`src/wiper_pkg.sv`:
```
// Constants and types for the up/down wiper port controller
package wiper_pkg;
  localparam int unsigned CLK_MHZ          = 100;
  localparam int unsigned POS_W            = 7;
  localparam logic [6:0]  POS_MAX          = 7'h63;
  localparam logic [6:0]  POS_MIN          = 7'h00;
  localparam int unsigned POWERUP_MS       = 50;
  localparam int unsigned STORE_MS         = 10;
  localparam int unsigned T_CI_NS          = 50;
  localparam int unsigned T_DI_NS          = 100;
  localparam int unsigned T_IL_NS          = 50;
  localparam int unsigned T_IH_NS          = 100;
  localparam int unsigned T_IC_NS          = 500;
  localparam int unsigned T_CPH_NS         = 100;
  localparam int unsigned T_IK_NS          = 50;
  localparam int unsigned POWERUP_CYC      = POWERUP_MS * 1000 * CLK_MHZ;
  localparam int unsigned STORE_CYC        = STORE_MS * 1000 * CLK_MHZ;
  localparam int unsigned CI_CYC  = (T_CI_NS * CLK_MHZ + 999) / 1000;
  localparam int unsigned DI_CYC  = (T_DI_NS * CLK_MHZ + 999) / 1000;
  localparam int unsigned IL_CYC  = (T_IL_NS * CLK_MHZ + 999) / 1000;
  localparam int unsigned IH_CYC  = (T_IH_NS * CLK_MHZ + 999) / 1000;
  localparam int unsigned IC_CYC  = (T_IC_NS * CLK_MHZ + 999) / 1000;
  localparam int unsigned CPH_CYC = (T_CPH_NS * CLK_MHZ + 999) / 1000;
  localparam int unsigned IK_CYC  = (T_IK_NS * CLK_MHZ + 999) / 1000;
  localparam int unsigned TMR_W            = 32;

  typedef enum logic [3:0] {
    ST_POWERUP = 4'h0,
    ST_IDLE    = 4'h1,
    ST_SELECT  = 4'h2,
    ST_DIR     = 4'h3,
    ST_LOW     = 4'h4,
    ST_HIGH    = 4'h5,
    ST_REL_LOW = 4'h6,
    ST_REL_HI  = 4'h7,
    ST_STORE   = 4'h8,
    ST_DESEL   = 4'h9,
    ST_LOCKED  = 4'ha
  } state_t;
endpackage : wiper_pkg

```
`src/port_if.sv`:
```
// Pin bundle between the sequencer and the pin driver
`timescale 1ns/10ps
`default_nettype none
interface port_if;
  logic sel_n;
  logic step_n;
  logic dir_up;
  modport src (output sel_n, output step_n, output dir_up);
  modport dst (input sel_n, input step_n, input dir_up);
endinterface : port_if
`default_nettype wire

```
`src/pin_drive.sv`:
```
// Registered pin drivers for the three control pins
`timescale 1ns/10ps
`default_nettype none
module pin_drive (
  // Clock and reset
  input  wire logic i_clk_sys,
  input  wire logic i_rstn,
  // Requested levels
  port_if.dst       pins,
  // Device pins
  output var  logic o_sel_n,
  output var  logic o_step_n,
  output var  logic o_dir_up
);
  // Idle levels: deselected, strobe high
  always_ff @(posedge i_clk_sys or negedge i_rstn) begin
    if (!i_rstn) begin
      o_sel_n  <= 1'b1;
      o_step_n <= 1'b1;
      o_dir_up <= 1'b1;
    end else begin
      o_sel_n  <= pins.sel_n;
      o_step_n <= pins.step_n;
      o_dir_up <= pins.dir_up;
    end
  end
endmodule : pin_drive
`default_nettype wire

```
`src/wiper_ctrl.sv`:
```
// Controller that drives the up/down wiper port of an NV potentiometer
`timescale 1ns/10ps
`default_nettype none
// Contract
// - Select pin is active low
// - Port usable only 50 ms after power-up
// - One-time use: store, then hold select high
// - Program a known position, no factory trust
// - Release with strobe low skips store
module wiper_ctrl
  import wiper_pkg::*;
#(
  parameter int unsigned POWERUP_CYCLES = POWERUP_CYC,
  parameter int unsigned STORE_CYCLES   = STORE_CYC
) (
  // Clock and reset
  input  wire logic             i_clk_sys,
  input  wire logic             i_rstn,
  // Command
  input  wire logic             i_cmd_valid,
  input  wire logic             i_cmd_up,
  input  wire logic [6:0]       i_cmd_steps,
  input  wire logic             i_cmd_store,
  input  wire logic             i_cmd_lock,
  output logic                  o_cmd_ready,
  output var  logic             o_done,
  output var  logic             o_locked,
  output var  logic [POS_W-1:0] o_steps_sent,
  // Device pins
  output var  logic             o_sel_n,
  output var  logic             o_step_n,
  output var  logic             o_dir_up
);
  // A zero wait would collapse the power-up and store timing
  if (POWERUP_CYCLES < 1 || STORE_CYCLES < 1) begin : g_bad_cycles
    $error("wiper_ctrl: cycle counts must be at least one");
  end

  port_if pins ();

  state_t           state;
  state_t           next_state;
  logic [TMR_W-1:0] timer;
  logic [TMR_W-1:0] next_timer;
  logic [6:0]       remaining;
  logic             up;
  logic             store;
  logic             lock;
  logic             tmr_done;

  assign tmr_done    = (timer == '0);
  assign o_cmd_ready = (state == ST_IDLE) && tmr_done;

  always_comb begin
    next_state = state;
    next_timer = tmr_done ? '0 : timer - 1'b1;
    case (state)
      ST_POWERUP: begin
        // Device reload and port wake-up both fit in this wait
        if (tmr_done) next_state = ST_IDLE;
      end
      ST_IDLE: begin
        if (o_cmd_ready && i_cmd_valid) begin
          if (i_cmd_steps == 7'h00 && !(i_cmd_store || i_cmd_lock)) begin
            // Nothing to move or store: select and strobe stay idle; dir_up still follows the command
            next_state = ST_DESEL;
            next_timer = TMR_W'(CPH_CYC);
          end else begin
            next_state = ST_SELECT;
            next_timer = TMR_W'(CI_CYC > DI_CYC ? CI_CYC : DI_CYC);
          end
        end
      end
      ST_SELECT: begin
        if (tmr_done) begin
          // Zero steps get here only with a store pending
          next_state = (remaining == 7'h00) ? ST_REL_HI : ST_DIR;
          next_timer = (remaining == 7'h00) ? TMR_W'(IC_CYC) : '0;
        end
      end
      ST_DIR: begin
        next_state = ST_LOW;
        next_timer = TMR_W'(IL_CYC);
      end
      ST_LOW: begin
        if (tmr_done) begin
          if (remaining == 7'h01 && !store) begin
            // Last pulse stays low into the release; a fresh fall would step
            next_state = ST_REL_LOW;
            next_timer = TMR_W'(IK_CYC);
          end else begin
            next_state = ST_HIGH;
            next_timer = TMR_W'(IH_CYC);
          end
        end
      end
      ST_HIGH: begin
        if (tmr_done) begin
          if (remaining != 7'h00) begin
            next_state = ST_LOW;
            next_timer = TMR_W'(IL_CYC);
          end else begin
            // Only a storing command ends its pulses high
            next_state = ST_REL_HI;
            next_timer = TMR_W'(IC_CYC);
          end
        end
      end
      ST_REL_HI: begin
        if (tmr_done) begin
          next_state = ST_STORE;
          next_timer = TMR_W'(STORE_CYCLES);
        end
      end
      ST_REL_LOW: begin
        if (tmr_done) begin
          next_state = ST_DESEL;
          next_timer = TMR_W'(CPH_CYC);
        end
      end
      ST_STORE: begin
        // Wait out worst-case write before touching the port
        if (tmr_done) begin
          next_state = lock ? ST_LOCKED : ST_IDLE;
          next_timer = TMR_W'(CPH_CYC);
        end
      end
      ST_DESEL: begin
        if (tmr_done) next_state = ST_IDLE;
      end
      ST_LOCKED: next_state = ST_LOCKED;
      default:   next_state = ST_IDLE;
    endcase
  end

  always_ff @(posedge i_clk_sys or negedge i_rstn) begin
    if (!i_rstn) begin
      state <= ST_POWERUP;
      timer <= TMR_W'(POWERUP_CYCLES);
    end else begin
      state <= next_state;
      timer <= next_timer;
    end
  end

  // Command capture and step count
  always_ff @(posedge i_clk_sys or negedge i_rstn) begin
    if (!i_rstn) begin
      remaining    <= 7'h00;
      up           <= 1'b1;
      store        <= 1'b0;
      lock         <= 1'b0;
      o_steps_sent <= '0;
    end else if (state == ST_IDLE && o_cmd_ready && i_cmd_valid) begin
      remaining    <= i_cmd_steps;
      up           <= i_cmd_up;
      store        <= i_cmd_store | i_cmd_lock;
      lock         <= i_cmd_lock;
      o_steps_sent <= '0;
    end else if (state == ST_LOW && tmr_done) begin
      remaining    <= remaining - 7'h01;
      o_steps_sent <= o_steps_sent + 7'h01;
    end
  end

  // Done pulse and lock flag
  always_ff @(posedge i_clk_sys or negedge i_rstn) begin
    if (!i_rstn) begin
      o_done   <= 1'b0;
      o_locked <= 1'b0;
    end else begin
      o_done   <= (state == ST_POWERUP && tmr_done) ||
                  ((state == ST_STORE || state == ST_DESEL) &&
                   tmr_done);
      o_locked <= o_locked | (next_state == ST_LOCKED);
    end
  end

  // Pin levels per state
  always_comb begin
    pins.sel_n  = 1'b0;
    pins.step_n = 1'b1;
    pins.dir_up = up;
    case (state)
      ST_POWERUP, ST_IDLE, ST_STORE, ST_DESEL, ST_LOCKED: begin
        pins.sel_n = 1'b1;
      end
      ST_LOW: pins.step_n = 1'b0;
      ST_REL_LOW: begin
        // Strobe stays low across the select release
        pins.step_n = 1'b0;
        pins.sel_n  = tmr_done;
      end
      ST_REL_HI: pins.sel_n = tmr_done;
      default: begin
        pins.sel_n = 1'b0;
      end
    endcase
  end

  pin_drive u_pin_drive (
    .i_clk_sys (i_clk_sys),
    .i_rstn    (i_rstn),
    .pins      (pins),
    .o_sel_n   (o_sel_n),
    .o_step_n  (o_step_n),
    .o_dir_up  (o_dir_up)
  );
endmodule : wiper_ctrl
`default_nettype wire

```
`config.mk`:
```
export PLATFORM = sky130hd
export DESIGN_NAME = wiper_ctrl
export DESIGN_NICKNAME = d
export VERILOG_FILES = /design/src/wiper_pkg.sv /design/src/port_if.sv /design/src/pin_drive.sv /design/src/wiper_ctrl.sv
export SDC_FILE = /design/constraint.sdc
export NUM_CORES = 1
export LEC_CHECK = 0
export BUFFER_PORTS_ARGS = -buffer_cell sky130_fd_sc_hd__buf_2
export CORE_UTILIZATION = 40
export DETAILED_ROUTE_END_ITERATION = 16
export HOLD_SLACK_MARGIN = 0.03
export PLACE_DENSITY = 0.59
export SKIP_LAST_GASP = 1
export SLEW_MARGIN = 5
export SYNTH_ARGS = -nofsm -noshare
export SYNTH_HDL_FRONTEND = slang
export SYNTH_SLANG_ARGS = --single-unit
```
`constraint.sdc`:
```
create_clock -name i_clk_sys -period 3.2 [get_ports i_clk_sys]
set_input_delay 0.16 -clock i_clk_sys [delete_from_list [all_inputs] [get_ports i_clk_sys]]
set_output_delay 0.16 -clock i_clk_sys [all_outputs]
set_load 0.01 [all_outputs]
```
==> flow_summary_export.csv <==
group,metric,value,unit
outcome,status,"complete, no violations",
sta,fin_crit,2.91,ns
logic_synthesis,synth_top_area_share,36.7,%
critical_path,arrival,3.15,ns
routing,drcViolationCount,0,
global_route,overflow,0,
sta,hold_viol,0,
logic_synthesis,yosysWarnings,0,
placement,gp_congestion,0.771,
power,powerDensity,736,nW/µm²
flow_run,maxCapViolCount,0,
clock_tree,cts_hold_buf,2,
clock_tree,cts_tree,"yes",
sta,rsz0062_at_grt,"false",
cells_and_area,utilization,50.4,%
cells_and_area,multi_input_area,1600,µm²
clock_tree,cts_repair_resize_count,0,
cells_and_area,nets,406,
critical_path,criticalPathCategory,"flop to flop",
routing,drtIter0Drc,164,
cells_and_area,antennaDiodeCount,0,
logic_synthesis,synth_edf_count,0,
sta,slew_headroom,30.2,%
floorplanning,die_h,90.6,µm
logic_synthesis,ys_types,48,
cells_and_area,regArea,1470,µm²
global_route,grt_pass1_wl,12200,µm
sta,maxSlewViolCount,0,
clock_tree,htreeDepth,3,
global_route,antenna_found_initial,0,
clock_tree,clkSinkCount,58,
critical_path,max_stage_delay,0.57,ns
logic_synthesis,netlist_top_cells_count,"dfrtp_1 (46), nor2_1 (41), nand2_1 (39)",
placement,place_area,3450,µm²
critical_path,worstPathMaxFanout,16,
floorplanning,die_area,8210,µm²
cells_and_area,area_growth,19.0,%
power,p_leak,1.56,nW
logic_synthesis,ys.flop_type,"dfrtp_1",
floorplanning,core,7410,µm²
placement,pre_cts_slack,0.320,ns
critical_path,end_kind,"flop",
logic_synthesis,syn_avg_cell_area,9.02,µm²
sta,fmax,0.343,GHz
critical_path,cp-start-kind,"flop",
sta,worst_pin_slew,1.05,ns
sta,setup_slack,0.288,ns
routing,wl_per_cell,14.1,µm
clock_tree,clockRootBuffer,"clkbuf_8",
logic_synthesis,ys_top_cells_by_area,"dfrtp_1 (37%), dfstp_2 (10%), xor2_1 (5.3%), nor2_1 (4.9%), nand2_1 (4.7%)",
routing,via_per_inst,5.32,
cells_and_area,fill_cells,677,
floorplanning,start_util,42.4,%
critical_path,cp.required,3.44,ns
logic_synthesis,synth.most_common_cell,"dfrtp_1",
clock_tree,postCtsSetupRepairBufs,0,
floorplanning,rows,31,
sta,skew,0.0112,ns
clock_tree,numCtsBuffers,9,
routing,drtAntennaViolNets,0,
placement,port_buffers,25,
logic_synthesis,netlist_area,3140,µm²
logic_synthesis,yosys.area.top_type,"dfrtp_1",
floorplanning,die_w,90.6,µm
cells_and_area,design_area,3740,µm²
critical_path,path_buf_inv,0,
critical_path,critical-path-top-delay-family,"simple AND/OR/NAND/NOR gates",
logic_synthesis,syn-num-nets,367,
critical_path,slowest_stage,"or4_4",
floorplanning,num_io_pins,26,
sta,period_share,91.0,%
power,peakVddDrop,0.000290,V
global_route,grt_max_degree,46,
min_path,hp-class,"input pin to asynchronous set/reset pin",
cells_and_area,drive_gt1_share,19.6,%
power,power.total,2.75,mW
clock_tree,cts.clk_slew.worst_paths,0.07,ns
sta,tns,0,ns
logic_synthesis,ys_seq_area_share,46.7,%
clock_tree,clockBufferDepth,2,
placement,dp.final_hpwl,4700,µm
clock_tree,worstSkewPairLatency,0.34,ns
routing,dr.pass1.iters,6,
logic_synthesis,netlist_instances,348,
sta,setup_viol,0,
logic_synthesis,async_reset_ff_share,100,%
critical_path,path_cells,"or4_4 -> or4_4 -> or3_4 -> and3_1 -> or3_4 -> a21o_1",
routing,finalWirelength,6930,µm
routing,vias,2611,
global_route,track_usage,18.8,%
global_route,grt_pass1_vias,2504,
logic_synthesis,ys_seq_elements,58,
-- where the power goes --
group	switching [mW]	total [mW]	leakage, nW	internal, mW
Sequential	0.188	1.14	0.700	0.951
Clock	0.322	0.918	0.129	0.596
Combinational	0.361	0.691	0.733	0.330
Total	0.870	2.75	1.56	1.88
-- flip-flops by register name, summed over array words and instances (netlist names), 4 cells and up --
register,cells
o_steps_sent,7
remaining,7
state,4
timer,32
-- path summary, 6_finish.rpt --
path	start	end	slack, ns	depth (start not counted)
max reg2reg	timer[24]$_DFF_PN0_	o_locked$_DFF_PN0_	0.29	6
min reg2reg	pins.dir_up$_DFFE_PN1P_	u_pin_drive.o_dir_up$_DFF_PN1_	0.37	0
min in group i_clk_sys	i_cmd_steps[5]	remaining[5]$_DFFE_PN0P_	0.04	3
max	timer[24]$_DFF_PN0_	o_locked$_DFF_PN0_	0.29	6
max in group asynchronous	i_rstn	timer[8]$_DFF_PN1_	2.36	2
min	i_rstn	state[2]$_DFF_PN0_	0.005	1
-- cell families after synthesis --
kind of cell | after synthesis | synth area share, %
flops | 58 | 46.7
fa+ha+maj | 6 | 2.39
simple gates | 159 | 25.3
compound gates | 72 | 13.8
mux | 2 | 0.678
xor+xnor | 30 | 8.37
buf+inv | 21 | 2.71
-- placed cells by master, fill, tap and decap left out, types with 3 or more instances in the layout --
cell type | netlist | layout
dfrtp_1 | 46 | 46
and2_1 | 3 | 3
or3_1 | 4 | 4
xnor2_1 | 11 | 11
dfstp_2 | 12 | 12
nand2b_1 | 3 | 3
xor2_1 | 19 | 19
bufinv_16 | 0 | 4
nand4_1 | 5 | 5
and3_1 | 5 | 5
nand2_1 | 39 | 39
a21oi_1 | 19 | 19
nand3_1 | 16 | 16
buf_4 | 1 | 14
buf_2 | 2 | 25
nor4_2 | 1 | 3
nor2_1 | 41 | 41
nand4b_1 | 3 | 3
a21o_1 | 4 | 4
nor2b_1 | 3 | 3
ha_1 | 6 | 6
o211ai_1 | 6 | 6
nor3_1 | 18 | 18
inv_1 | 6 | 6
clkbuf_8 | 0 | 9
o21ai_0 | 25 | 25
nor4_1 | 7 | 5
-- layout make-up --
type	instances	area share, %
multi-input combinational	269	42.8
sequential	58	39.2
timing repair buffer	41	6.70
clock inverter	7	3.78
clock buffer	9	3.32
tap	99	3.32
inverter	8	0.804
-- worst register-to-register path, delay by kind of cell, from the launching register on --
kind / cells / cell delay [ns]
AND/OR/NAND/NOR: 5 / 2.23
AO/OA/AOI/OAI: 1 / 0.18
flip-flops: 1 / 0.39
-- per-layer routing --
metal / track usage [%] / up-vias / wire length (µm)
met1: 26.4 / 1220 / 3450
met4: 7.39 / 0 / 111
met3: 4.55 / 10 / 291
met2: 27.9 / 62 / 3080
met5: 0 / - / 0
li1: - / 1319 / -
-- per-stage QoR --
step	hold slack [ns]	std cells
2_1_floorplan	-0.136	348
3_3_place_gp	0.359	473
3_5_place_dp	0.361	473
4_1_cts	0.0319	491
5_1_grt	0.0456	491
6_report	0.00451	491
No activity file was read; power rests on OpenSTA's default activity.
